File: src/core/dsio_pkg.sv
// Constants, types and shared decode helpers of the data space decoder.
// Assumes one core clock domain; every file but the peripheral model imports this package whole.
package dsio_pkg;

   // ----------------------------------------
   // Data space layout
   // ----------------------------------------
   localparam int          RF_SIZE     = 32;
   localparam int          STDIO_SIZE  = 64;
   localparam int          EXTIO_SIZE  = 160;
   localparam int          SRAM_SIZE   = 512;
   localparam logic [15:0] STDIO_BASE  = 16'h0020;
   localparam logic [15:0] EXTIO_BASE  = 16'h0060;
   localparam logic [15:0] SRAM_BASE   = 16'h0100;
   localparam logic [15:0] DATA_END    = 16'h0300;
   localparam logic [7:0]  IO_DATA_OFS = 8'h20;
   localparam logic [5:0]  BIT_IO_LAST = 6'h1F;

   // ----------------------------------------
   // Local registers (I/O addresses) and reset values
   // ----------------------------------------
   localparam int         SCR_COUNT          = 3;
   localparam logic [5:0] SCR_IO [SCR_COUNT] = '{6'h1E, 6'h0A, 6'h0B};
   localparam logic [5:0] FLAG_IO            = 6'h1C;
   localparam logic [7:0] SCR_RST            = 8'h00;
   localparam logic [7:0] FLAG_RST           = 8'h00;
   localparam logic [7:0] RF_RST             = 8'h00;

   // ----------------------------------------
   // Pointer pairs and timing
   // ----------------------------------------
   localparam logic [4:0] PTR_X_LO    = 5'h1A;
   localparam logic [4:0] PTR_Y_LO    = 5'h1C;
   localparam logic [4:0] PTR_Z_LO    = 5'h1E;
   localparam int         SRAM_CYCLES = 2;

   typedef enum logic [2:0] {
      OP_LOAD  = 3'b000, OP_STORE = 3'b001, OP_IN    = 3'b010, OP_OUT   = 3'b011,
      OP_SETB  = 3'b100, OP_CLRB  = 3'b101, OP_SKIP1 = 3'b110, OP_SKIP0 = 3'b111
   } dsio_op_t;

   typedef enum logic [2:0] {
      MD_DIRECT = 3'b000, MD_IND = 3'b001, MD_DISP = 3'b010,
      MD_PREDEC = 3'b011, MD_POSTINC = 3'b100
   } dsio_mode_t;

   typedef enum logic [1:0] {PTR_X = 2'b00, PTR_Y = 2'b01, PTR_Z = 2'b10} dsio_ptr_t;

   typedef enum logic [2:0] {
      RG_RF = 3'b000, RG_STDIO = 3'b001, RG_EXTIO = 3'b010, RG_SRAM = 3'b011, RG_NONE = 3'b100
   } dsio_region_t;

   typedef enum logic [1:0] {ST_IDLE = 2'b00, ST_EXEC = 2'b01, ST_SRAM2 = 2'b10} dsio_state_t;

   // ----------------------------------------
   // Helpers
   // ----------------------------------------
   function automatic dsio_region_t region_of(input logic [15:0] a);
      if (a < STDIO_BASE)      region_of = RG_RF;
      else if (a < EXTIO_BASE) region_of = RG_STDIO;
      else if (a < SRAM_BASE)  region_of = RG_EXTIO;
      else if (a < DATA_END)   region_of = RG_SRAM;
      else                     region_of = RG_NONE;
   endfunction : region_of

   function automatic logic [15:0] io_data_addr(input logic [5:0] io);
      io_data_addr = {8'h00, IO_DATA_OFS + {2'b00, io}};
   endfunction : io_data_addr

   function automatic logic is_io_op(input dsio_op_t op);
      is_io_op = (op != OP_LOAD) && (op != OP_STORE);
   endfunction : is_io_op

   function automatic logic is_bit_op(input dsio_op_t op);
      is_bit_op = op[2];
   endfunction : is_bit_op

   function automatic logic is_wr_op(input dsio_op_t op);
      is_wr_op = (op == OP_STORE) || (op == OP_OUT) || (op == OP_SETB) || (op == OP_CLRB);
   endfunction : is_wr_op

endpackage : dsio_pkg

File: src/core/dsio_agen_if.sv
// Address generation request and answer between decoder and generator.
// Assumes purely combinational use within one clock domain.
`timescale 1ns/1ps
interface dsio_agen_if;
   import dsio_pkg::*;
   dsio_mode_t  mode;
   logic [15:0] ptr_val;
   logic [15:0] dir_addr;
   logic [5:0]  disp;
   logic [15:0] eff_addr;
   logic [15:0] ptr_new;
   logic        ptr_wr;

   modport ctrl (output mode, ptr_val, dir_addr, disp, input eff_addr, ptr_new, ptr_wr);
   modport gen  (input mode, ptr_val, dir_addr, disp, output eff_addr, ptr_new, ptr_wr);
endinterface : dsio_agen_if

File: src/core/dsio_addr_gen.sv
// Effective address and pointer update for the five addressing modes.
// Assumes the caller supplies the selected pointer pair value.
`timescale 1ns/1ps
module dsio_addr_gen
   import dsio_pkg::*;
(
   // Request and answer
   dsio_agen_if.gen a
);

   always_comb begin
      a.eff_addr = a.dir_addr;
      a.ptr_new  = a.ptr_val;
      a.ptr_wr   = 1'b0;
      case (a.mode)
         MD_DIRECT: begin
            a.eff_addr = a.dir_addr;
         end
         MD_IND: begin
            a.eff_addr = a.ptr_val;
         end
         MD_DISP: begin
            a.eff_addr = a.ptr_val + {10'h000, a.disp};
         end
         MD_PREDEC: begin
            a.ptr_new  = a.ptr_val - 16'h0001;
            a.eff_addr = a.ptr_val - 16'h0001;
            a.ptr_wr   = 1'b1;
         end
         MD_POSTINC: begin
            a.eff_addr = a.ptr_val;
            a.ptr_new  = a.ptr_val + 16'h0001;
            a.ptr_wr   = 1'b1;
         end
         default: begin
            a.eff_addr = a.dir_addr;
         end
      endcase
   end

endmodule : dsio_addr_gen

File: src/core/dsio_decoder.sv
// Data space decoder: register file, I/O, extended I/O, data SRAM, local registers.
// Assumes the core issues one request at a time and peripherals answer reads
// combinationally in the strobe cycle.
`timescale 1ns/1ps
module dsio_decoder
   import dsio_pkg::*;
(
   // Clock and reset
   input  wire logic        clk_in,
   input  wire logic        rst_n_in,
   // Core data access request
   input  wire logic        req_valid_in,
   input  wire dsio_op_t    req_op_in,
   input  wire dsio_mode_t  req_mode_in,
   input  wire dsio_ptr_t   req_ptr_in,
   input  wire logic [15:0] req_addr_in,
   input  wire logic [5:0]  req_io_addr_in,
   input  wire logic [5:0]  req_disp_in,
   input  wire logic [2:0]  req_bit_in,
   input  wire logic [7:0]  req_wdata_in,
   // Core data access answer
   output logic             ready_out,
   output logic             done_out,
   output logic             refused_out,
   output logic             skip_out,
   output logic [7:0]       rd_data_out,
   // Core register file port
   input  wire logic [4:0]  rf_rd_idx_in,
   output logic [7:0]       rf_rd_data_out,
   input  wire logic        rf_wr_en_in,
   input  wire logic [4:0]  rf_wr_idx_in,
   input  wire logic [7:0]  rf_wr_data_in,
   // Peripheral register port
   output logic             io_stb_out,
   output logic             io_we_out,
   output logic [7:0]       io_addr_out,
   output logic [7:0]       io_wdata_out,
   output logic [7:0]       io_mask_out,
   input  wire logic [7:0]  io_rdata_in,
   // Status flag events
   input  wire logic [7:0]  flag_set_in
);

   // ----------------------------------------
   // Storage and request state
   // ----------------------------------------
   logic [7:0]   rf_q [RF_SIZE];
   logic [7:0]   sram_q [SRAM_SIZE];
   logic [7:0]   scr_q [SCR_COUNT];
   logic [7:0]   flags_q;
   dsio_state_t  state_q;
   dsio_op_t     op_q;
   dsio_region_t region_q;
   logic [15:0]  addr_q;
   logic [7:0]   wdata_q;
   logic [7:0]   mask_q;
   logic [2:0]   bit_q;
   logic         refuse_q;
   logic [4:0]   ptr_lo_q;
   logic         done_q;
   logic         refused_q;
   logic         skip_q;
   logic [7:0]   rd_data_q;

   logic         accept;
   logic [4:0]   ptr_lo;
   logic [15:0]  acc_addr;
   logic         acc_refuse;
   logic         exec;
   logic         do_wr;
   logic         do_rd;
   logic [15:0]  sram_off;
   logic [SCR_COUNT-1:0] hit_scr;
   logic         hit_flag;
   logic         own_hit;
   logic [7:0]   flag_clr;
   logic [7:0]   rd_mux;

   dsio_agen_if agen ();

   dsio_addr_gen u_agen (
      .a (agen.gen)
   );

   function automatic logic [4:0] ptr_lo_of(input dsio_ptr_t p);
      case (p)
         PTR_X:   ptr_lo_of = PTR_X_LO;
         PTR_Y:   ptr_lo_of = PTR_Y_LO;
         default: ptr_lo_of = PTR_Z_LO;
      endcase
   endfunction : ptr_lo_of

   // ----------------------------------------
   // Request acceptance and address forming
   // ----------------------------------------
   assign ready_out      = (state_q == ST_IDLE);
   assign accept         = req_valid_in && ready_out;
   assign ptr_lo         = ptr_lo_of(req_ptr_in);
   assign agen.mode      = req_mode_in;
   assign agen.ptr_val   = {rf_q[ptr_lo | 5'h01], rf_q[ptr_lo]};
   assign agen.dir_addr  = req_addr_in;
   assign agen.disp      = req_disp_in;
   // Short I/O ops carry only six address bits, so extended I/O is out of reach
   assign acc_addr   = is_io_op(req_op_in) ? io_data_addr(req_io_addr_in) : agen.eff_addr;
   assign acc_refuse = is_bit_op(req_op_in) && (req_io_addr_in > BIT_IO_LAST);

   always_ff @(posedge clk_in) begin
      if (!rst_n_in) begin
         state_q <= ST_IDLE;
      end else begin
         case (state_q)
            ST_IDLE: begin
               if (accept) begin
                  state_q <= ST_EXEC;
               end
            end
            ST_EXEC: begin
               // Data SRAM needs a second cycle
               state_q <= (region_q == RG_SRAM && !refuse_q) ? ST_SRAM2 : ST_IDLE;
            end
            ST_SRAM2: begin
               state_q <= ST_IDLE;
            end
            default: begin
               state_q <= ST_IDLE;
            end
         endcase
      end
   end

   always_ff @(posedge clk_in) begin
      if (!rst_n_in) begin
         op_q     <= OP_LOAD;
         region_q <= RG_RF;
         addr_q   <= 16'h0000;
         wdata_q  <= 8'h00;
         mask_q   <= 8'hFF;
         bit_q    <= 3'h0;
         refuse_q <= 1'b0;
         ptr_lo_q <= PTR_X_LO;
      end else if (accept) begin
         op_q     <= req_op_in;
         region_q <= region_of(acc_addr);
         addr_q   <= acc_addr;
         bit_q    <= req_bit_in;
         refuse_q <= acc_refuse;
         ptr_lo_q <= ptr_lo;
         // Bit ops write only the addressed bit through a one-hot mask
         mask_q   <= is_bit_op(req_op_in) ? (8'h01 << req_bit_in) : 8'hFF;
         case (req_op_in)
            OP_SETB: wdata_q <= 8'h01 << req_bit_in;
            OP_CLRB: wdata_q <= 8'h00;
            default: wdata_q <= req_wdata_in;
         endcase
      end
   end

   // ----------------------------------------
   // Execution decode
   // ----------------------------------------
   assign exec     = (state_q == ST_EXEC);
   assign do_wr    = exec && !refuse_q && is_wr_op(op_q);
   assign do_rd    = exec && !refuse_q && !is_wr_op(op_q);
   assign sram_off = addr_q - SRAM_BASE;
   assign hit_flag = (addr_q == io_data_addr(FLAG_IO));
   assign own_hit  = (|hit_scr) || hit_flag;

   genvar g;
   generate
      for (g = 0; g < SCR_COUNT; g++) begin : g_scr
         assign hit_scr[g] = (addr_q == io_data_addr(SCR_IO[g]));

         always_ff @(posedge clk_in) begin
            if (!rst_n_in) begin
               scr_q[g] <= SCR_RST;
            end else if (do_wr && hit_scr[g]) begin
               scr_q[g] <= (scr_q[g] & ~mask_q) | (wdata_q & mask_q);
            end
         end
      end
   endgenerate

   // ----------------------------------------
   // Write-one-to-clear status flags
   // ----------------------------------------
   // Writing zero clears nothing; a same-cycle event beats the clear
   assign flag_clr = (do_wr && hit_flag) ? (wdata_q & mask_q) : 8'h00;

   always_ff @(posedge clk_in) begin
      if (!rst_n_in) begin
         flags_q <= FLAG_RST;
      end else begin
         flags_q <= (flags_q & ~flag_clr) | flag_set_in;
      end
   end

   // ----------------------------------------
   // Working registers
   // ----------------------------------------
   // Pointer update lands at acceptance, the data access a cycle later
   always_ff @(posedge clk_in) begin
      if (!rst_n_in) begin
         for (int i = 0; i < RF_SIZE; i++) begin
            rf_q[i] <= RF_RST;
         end
      end else begin
         if (rf_wr_en_in) begin
            rf_q[rf_wr_idx_in] <= rf_wr_data_in;
         end
         if (do_wr && region_q == RG_RF) begin
            rf_q[addr_q[4:0]] <= wdata_q;
         end
         if (accept && !is_io_op(req_op_in) && agen.ptr_wr) begin
            rf_q[ptr_lo]         <= agen.ptr_new[7:0];
            rf_q[ptr_lo | 5'h01] <= agen.ptr_new[15:8];
         end
      end
   end

   assign rf_rd_data_out = rf_q[rf_rd_idx_in];

   // ----------------------------------------
   // Data SRAM
   // ----------------------------------------
   always_ff @(posedge clk_in) begin
      if (do_wr && region_q == RG_SRAM) begin
         sram_q[sram_off[8:0]] <= wdata_q;
      end
   end

   // ----------------------------------------
   // Peripheral port and read path
   // ----------------------------------------
   // Unclaimed I/O addresses go out; reserved ones simply read what the peripheral drives
   assign io_stb_out   = exec && !refuse_q && !own_hit &&
                         (region_q == RG_STDIO || region_q == RG_EXTIO);
   assign io_we_out    = io_stb_out && is_wr_op(op_q);
   assign io_addr_out  = addr_q[7:0];
   assign io_wdata_out = wdata_q;
   assign io_mask_out  = mask_q;

   always_comb begin
      rd_mux = 8'h00;
      case (region_q)
         RG_RF: begin
            rd_mux = rf_q[addr_q[4:0]];
         end
         RG_STDIO, RG_EXTIO: begin
            rd_mux = io_rdata_in;
            if (hit_flag) begin
               rd_mux = flags_q;
            end
            for (int i = 0; i < SCR_COUNT; i++) begin
               if (hit_scr[i]) begin
                  rd_mux = scr_q[i];
               end
            end
         end
         RG_SRAM: begin
            rd_mux = sram_q[sram_off[8:0]];
         end
         default: begin
            rd_mux = 8'h00;
         end
      endcase
   end

   always_ff @(posedge clk_in) begin
      if (!rst_n_in) begin
         rd_data_q <= 8'h00;
         skip_q    <= 1'b0;
      end else if (exec) begin
         rd_data_q <= do_rd ? rd_mux : 8'h00;
         skip_q    <= do_rd && (op_q == OP_SKIP1 || op_q == OP_SKIP0) &&
                      (rd_mux[bit_q] == (op_q == OP_SKIP1));
      end
   end

   always_ff @(posedge clk_in) begin
      if (!rst_n_in) begin
         done_q    <= 1'b0;
         refused_q <= 1'b0;
      end else begin
         done_q    <= (exec && (refuse_q || region_q != RG_SRAM)) || (state_q == ST_SRAM2);
         refused_q <= exec && refuse_q;
      end
   end

   assign done_out    = done_q;
   assign refused_out = refused_q;
   assign skip_out    = skip_q;
   assign rd_data_out = rd_data_q;
endmodule : dsio_decoder

File: config.mk
export PLATFORM = sky130hd
export DESIGN_NAME = dsio_decoder
export DESIGN_NICKNAME = d
export VERILOG_FILES = /design/src/core/dsio_pkg.sv /design/src/core/dsio_agen_if.sv /design/src/core/dsio_addr_gen.sv /design/src/core/dsio_decoder.sv
export SDC_FILE = /design/constraint.sdc
export NUM_CORES = 2
export LEC_CHECK = 0
export BUFFER_PORTS_ARGS = -buffer_cell sky130_fd_sc_hd__buf_4
export CELL_PAD_IN_SITES_DETAIL_PLACEMENT = 1
export CELL_PAD_IN_SITES_GLOBAL_PLACEMENT = 1
export CORE_MARGIN = 2
export CORE_UTILIZATION = 50
export DETAILED_ROUTE_END_ITERATION = 10
export PLACE_DENSITY = 0.72
export SLEW_MARGIN = 20
export SYNTH_ARGS = -nofsm -noshare
export SYNTH_HDL_FRONTEND = slang
export SYNTH_MEMORY_MAX_BITS = 65536
export SYNTH_SLANG_ARGS = --single-unit
File: constraint.sdc
create_clock -name clk_in -period 16 [get_ports clk_in]
set_clock_uncertainty 0.15 [all_clocks]
set_input_delay 3.2 -clock clk_in [delete_from_list [all_inputs] [get_ports clk_in]]
set_output_delay 3.2 -clock clk_in [all_outputs]
set_load 0.05 [all_outputs]
Word-level counts from Yosys, hierarchy flattened
Memories as Yosys holds them, arrays and structs flattened. A register that Yosys moved wholly into a read port is not among the register bits.
Cells that the tools add are included.
Widths: inputs -> output; s select.
{"block": "totals", "register_bits": 63, "mem_bits_rw": 4376, "input_bits": 85, "out_inout_bits": 46, "word_cells": 175, "mem_count": 3}
{"block": "classes", "addsub": 5, "magnitude_cmp": 6, "eq_ne": 26, "shifts": 1, "muxes": 61, "n_bitwise": 14, "reduce_logical": 46}
{"name": "sram_q", "depth": 512, "width": 8, "read_ports": 1, "rd_clocked_by_memory_dff": 0, "write_ports": 1, "line_no": "dsio_decoder.sv:48", "rtl": "logic [7:0] sram_q [SRAM_SIZE];"}
{"name": "rf_q", "depth": 32, "width": 8, "read_ports": 4, "rd_clocked_by_memory_dff": 1, "write_ports": 32, "line_no": "dsio_decoder.sv:47", "rtl": "logic [7:0] rf_q [RF_SIZE];"}
{"name": "scr_q", "depth": 3, "width": 8, "read_ports": 3, "rd_clocked_by_memory_dff": 0, "write_ports": 3, "line_no": "dsio_decoder.sv:49", "rtl": "logic [7:0] scr_q [SCR_COUNT];"}
{"operator": "$mux 8", "n": 14}
{"operator": "$eq 16x6->1 const B", "n": 4}
{"operator": "$pmux 16 s3", "n": 1}
{"operator": "$and 8x8->8", "n": 5}
{"operator": "$or 8x8->8", "n": 4}
{"operator": "$pmux 16 s2", "n": 1}
{"operator": "$reduce_or 8->1", "n": 4}
{"operator": "$mux 5", "n": 6}
{"operator": "$mux 1", "n": 27}
{"operator": "$pmux 8 s3", "n": 1}
{"operator": "$logic_and 1x1->1", "n": 22}
{"operator": "$eq 3x3->1 const B", "n": 7}
{"operator": "$add 16x1->16 const B", "n": 1}
{"operator": "$add 16x6->16", "n": 1}
{"operator": "$lt 16x10->1 const B", "n": 1}
{"operator": "$lt 16x6->1 const B", "n": 1}
{"operator": "$lt 16x7->1 const B", "n": 1}
{"operator": "$lt 16x9->1 const B", "n": 1}
{"operator": "$mux 16", "n": 1}
{"operator": "$not 8->8", "n": 2}
{"operator": "$pmux 8 s2", "n": 1}
{"operator": "$sub 16x1->16 const B", "n": 1}
{"operator": "$eq 3x2->1 const B", "n": 5}
{"operator": "$mux 3", "n": 4}
{"operator": "24 further kinds", "n": 43}

Longest topological paths before layout
{"block": "depth", "depth_word": 12, "ltp_mapped": 18, "mapped_depth_nobuf": 15}

Modules after synthesis
From an unflattened synthesis, not the netlist that was laid out.
{"block": "hier_totals", "cells_unflattened": 9758, "area_unflattened_um2": 181491.6}
{"module": "dsio_decoder", "instances": 1, "cells_per_inst": 9460, "area_per_inst_um2": 179478.4, "seq_area_each_um2": 132767.3}
{"module": "dsio_addr_gen", "instances": 1, "cells_per_inst": 298, "area_per_inst_um2": 2013.2, "seq_area_each_um2": 0.0}

Worst setup path before layout
OpenSTA, ideal clock, no wires.
{"block": "synth_path", "path_type": "register to output", "from": "reg wdata_q[4], in the netlist io_wdata_out[4]", "to": "out io_wdata_out[4]", "arrival_ps": 6868, "setup_slack_ps": 5782, "path_stages_with_launch": 1, "path_buffers": 0, "path_cell_list": "dfxtp_1"}
{"item": "start, declared", "line_no": "dsio_decoder.sv:55", "rtl": "logic [7:0] wdata_q;"}
{"item": "start signal, assigned", "line_no": "dsio_decoder.sv:151", "rtl": "OP_SETB: wdata_q <= 8'h01 << req_bit_in;"}
{"item": "start signal, assigned", "line_no": "dsio_decoder.sv:153", "rtl": "default: wdata_q <= req_wdata_in;"}
{"item": "end, declared", "line_no": "dsio_decoder.sv:37", "rtl": "output logic [7:0] io_wdata_out,"}
No word-level cell between the ends.

Worst setup path after layout
{"block": "layout_path", "from": "in rf_rd_idx_in[0]", "to": "out rf_rd_data_out[4]"}
{"block": "layout_via", "elab_chain_len": 1}
{"item": "start, declared", "line_no": "dsio_decoder.sv:28", "rtl": "input wire logic [4:0] rf_rd_idx_in,"}
{"item": "$mem_v2 32x8"}
{"item": "end, declared", "line_no": "dsio_decoder.sv:29", "rtl": "output logic [7:0] rf_rd_data_out,"}
Every way passes these cells.

==> qor.csv <==
metric,value,unit
area_growth,11.4,%
critPathCaptureType,output pin,
ff2ff_path_depth,13,
critPathBufInv,3,
core_area,0.362,mm²
cts_resized,0,
drt_iter0_markers,16600,
seqPwrFrac,0.513,
cts.hold.buffers_added,0,
numClockSinks,4444,
cts_tree,built,
nNetsFinal,10100,
hold_end,addr_q[11],
hold_violations,0,
power.switching,6.03,mW
crit_family,multiplexers,
antenna_found_initial,45,
dieArea,0.368,mm²
cts_inserted_buffers,443,
via_per_inst,7.02,
die_w,606,µm
sw_frac_of_total,0.238,
slowest_stage,buf_4,
grt_pass1_vias,106000,
setup_violations,0,
path_common_cell,buf_4,
netlist_instances,9828,
grt_pass1_wl,865000,µm
synth-warning-count,0,
r2r_slack,8.34,ns
yosysSeqAreaShare,0.732,
arrival,5.98,ns
portBuffers,130,
min_from,addr_q[11],
die_h,606,µm
syn-cell-area,0.181,mm²
drc,0,
p_per_area,125,mW/mm²
worst_pin_slew,1.37,ns
via_count,107000,
synth_edf_count,4376,
status,"complete, no violations",
slew_viol_final,0,
antenna_left,0,
setup_tns,0,ns
synth_seq_cells,4444,
dpl.hpwl,405000,µm
worstSetupPathType,input pin to output pin,
syn-mean-instance-area,18.5,µm²
r2r-end,skip_out,
cts-root-buf,clkbuf_16,
min_path_type,register to register,
initial_core_util,0.501,
track_usage,0.341,
rows,221,
fin_util,0.559,
worstPathRequired,12.65,ns
ys_async_sr_fraction,0,
gp_congestion,0.948,
grt_overflow_total,0,
maxSlewHeadroom,0.0768,
period_minus_slack,9.33,ns
hold_depth,2,
fin_crit_sh,0.583,
p_leak,63.6,nW
pwr-share-comb,0.080,
ctsLongestPathBuffers,4,
routedWlPerCell,41.4,µm
internal-power,19.3,mW
grt_setup_unrepaired,false,
drt-total-wl,629000,µm
fmax,107,MHz
drt_pass1_iterations,6,
cp_max_fo,52,
drv_cap,0,
pwr-share-clk,0.407,
start_kind,input pin,
crit_chain,"buf_4, buf_4, mux4_2, mux4_2, mux2_2, buf_4",
postCtsSetupRepairBufs,0,
drive_above_1_share,0.222,
slowest_delay,0.77,ns
clk_latency,1.02,ns
clk_transition_reported_paths,0.06,ns
syn_nets,9921,
cts-htree-levels,5,
ir_worst_vdd,0.000102,V
synth_flop_cell,edfxtp_1,
grt_max_degree,187,
synth.distinct_cells,99,
timing.rr.start,addr_q[1],
io_pins,131,
[worst max-delay path by stage]
stage                     from                end  slack, ns  cells past startpoint
2_1_floorplan  io_wdata_out[4]    io_wdata_out[4]       5.78                      0
3_3_place_gp   rf_rd_idx_in[0]  rf_rd_data_out[4]       6.67                      6
3_5_place_dp   rf_rd_idx_in[0]  rf_rd_data_out[4]       6.64                      6
4_1_cts        rf_rd_idx_in[0]  rf_rd_data_out[4]       6.63                      6
5_1_grt        rf_rd_idx_in[0]  rf_rd_data_out[4]       6.55                      6
6_report       rf_rd_idx_in[0]  rf_rd_data_out[4]       6.67                      6
[flip-flops by register name (all words and copies together), names as in the netlist, 8 cells and up, named ones only]
name and flops:
sram_q 4096, io_mask_out 8, flags_q 8, rd_data_out 8, scr_q 24, addr_q 16
io_wdata_out 8, rf_q 256
[cell usage after synthesis, types with 68 or more instances]
master | n | area share
a21oi_1 | 196 | 0.0054
a22oi_1 | 240 | 0.0099
buf_2 | 185 | 0.0051
buf_4 | 80 | 0.0033
clkbuf_1 | 354 | 0.0073
dfxtp_1 | 68 | 0.0075
edfxtp_1 | 4376 | 0.72
mux2_2 | 100 | 0.0062
mux2i_1 | 314 | 0.017
mux4_2 | 1022 | 0.13
nand2_1 | 389 | 0.0080
nand3_1 | 350 | 0.0097
nand4_1 | 82 | 0.0028
nor2_1 | 727 | 0.015
o21ai_0 | 329 | 0.0091
o22ai_1 | 70 | 0.0024
[worst reg2reg max path, delay by kind of cell, from the launching register on]
kind	cells	cell delay, ns
buffers and inverters	3	2.26
multiplexers	1	0.50
AND/OR/NAND/NOR	3	1.54
flip-flops	1	0.72
AO/OA/AOI/OAI	6	2.38
[area by class of cell]
cell class	count	area (µm²)
Multi-Input combinational cell	4665	45600
Timing Repair Buffer	426	3470
Tap cell	4794	6000
Antenna cell	21	52.6
Clock inverter	267	2400
Sequential cell	4444	133000
Inverter	19	81.3
Fill cell	31700	160000
Clock buffer	542	11700
[routing by layer]
layer	track usage	vias up	share of wire
met3	0.0883	1492	0.12
li1	-	40800	-
met4	0.186	26	0.064
met2	0.514	7690	0.45
met1	0.457	56600	0.36
met5	0	-	0.00028
[stage by stage]
step,area (µm²),hold WS [ns],total power [mW],setup slack [ns],cells
floorplan,181000,0.286,14.4,5.78,9828
global placement,188000,0.299,15.2,6.67,14300
detailed placement,188000,0.306,15.2,6.64,14300
CTS,202000,0.318,25.3,6.63,15200
global route,202000,0.341,25.8,6.55,15200
finish,202000,0.322,25.3,6.67,15200
[layout by cell type (no fill, tap or decap), drive strengths merged, types with 21 or more instances in the layout]
master      n
nand4      83
mux2      101
a311oi     35
diode      21
mux4     1025
nand2     390
o22ai      70
clkbuf    542
nand2b     41
nand3b     38
a211oi     36
o21ai     337
buf       426
o21a       30
nor3       66
nor4       45
a31oi      47
inv        29
dfxtp      68
a22o       40
o211ai     21
a22oi     240
xnor2      22
a21oi     196
and2       22
clkinv    207
and3       29
nand3     350
nor2      728
bufinv     36
mux2i     314
a2111oi    28
a221oi     59
nor2b      35
edfxtp   4376
[cell families after synthesis]
kind of cell	synth area share
AOI/OAI and AO/OA	0.0475
DFF	0.732
buffers and inverters	0.0197
adders and majority gates	0.000607
muxes	0.151
xor gates and xnor gates	0.00116
and+or+nand+nor	0.0486
[power by group through the flow]
stage | clock network, mW | registers, mW | logic (mW)
6_report | 10.3 | 13.0 | 2.03
5_1_grt | 10.7 | 13.0 | 2.07
3_5_place_dp | 0 | 13.2 | 1.98
4_1_cts | 10.3 | 13.0 | 1.99
2_1_floorplan | 0 | 13.4 | 1.03
3_3_place_gp | 0 | 13.2 | 1.93
No activity file was read; power rests on OpenSTA's default activity.
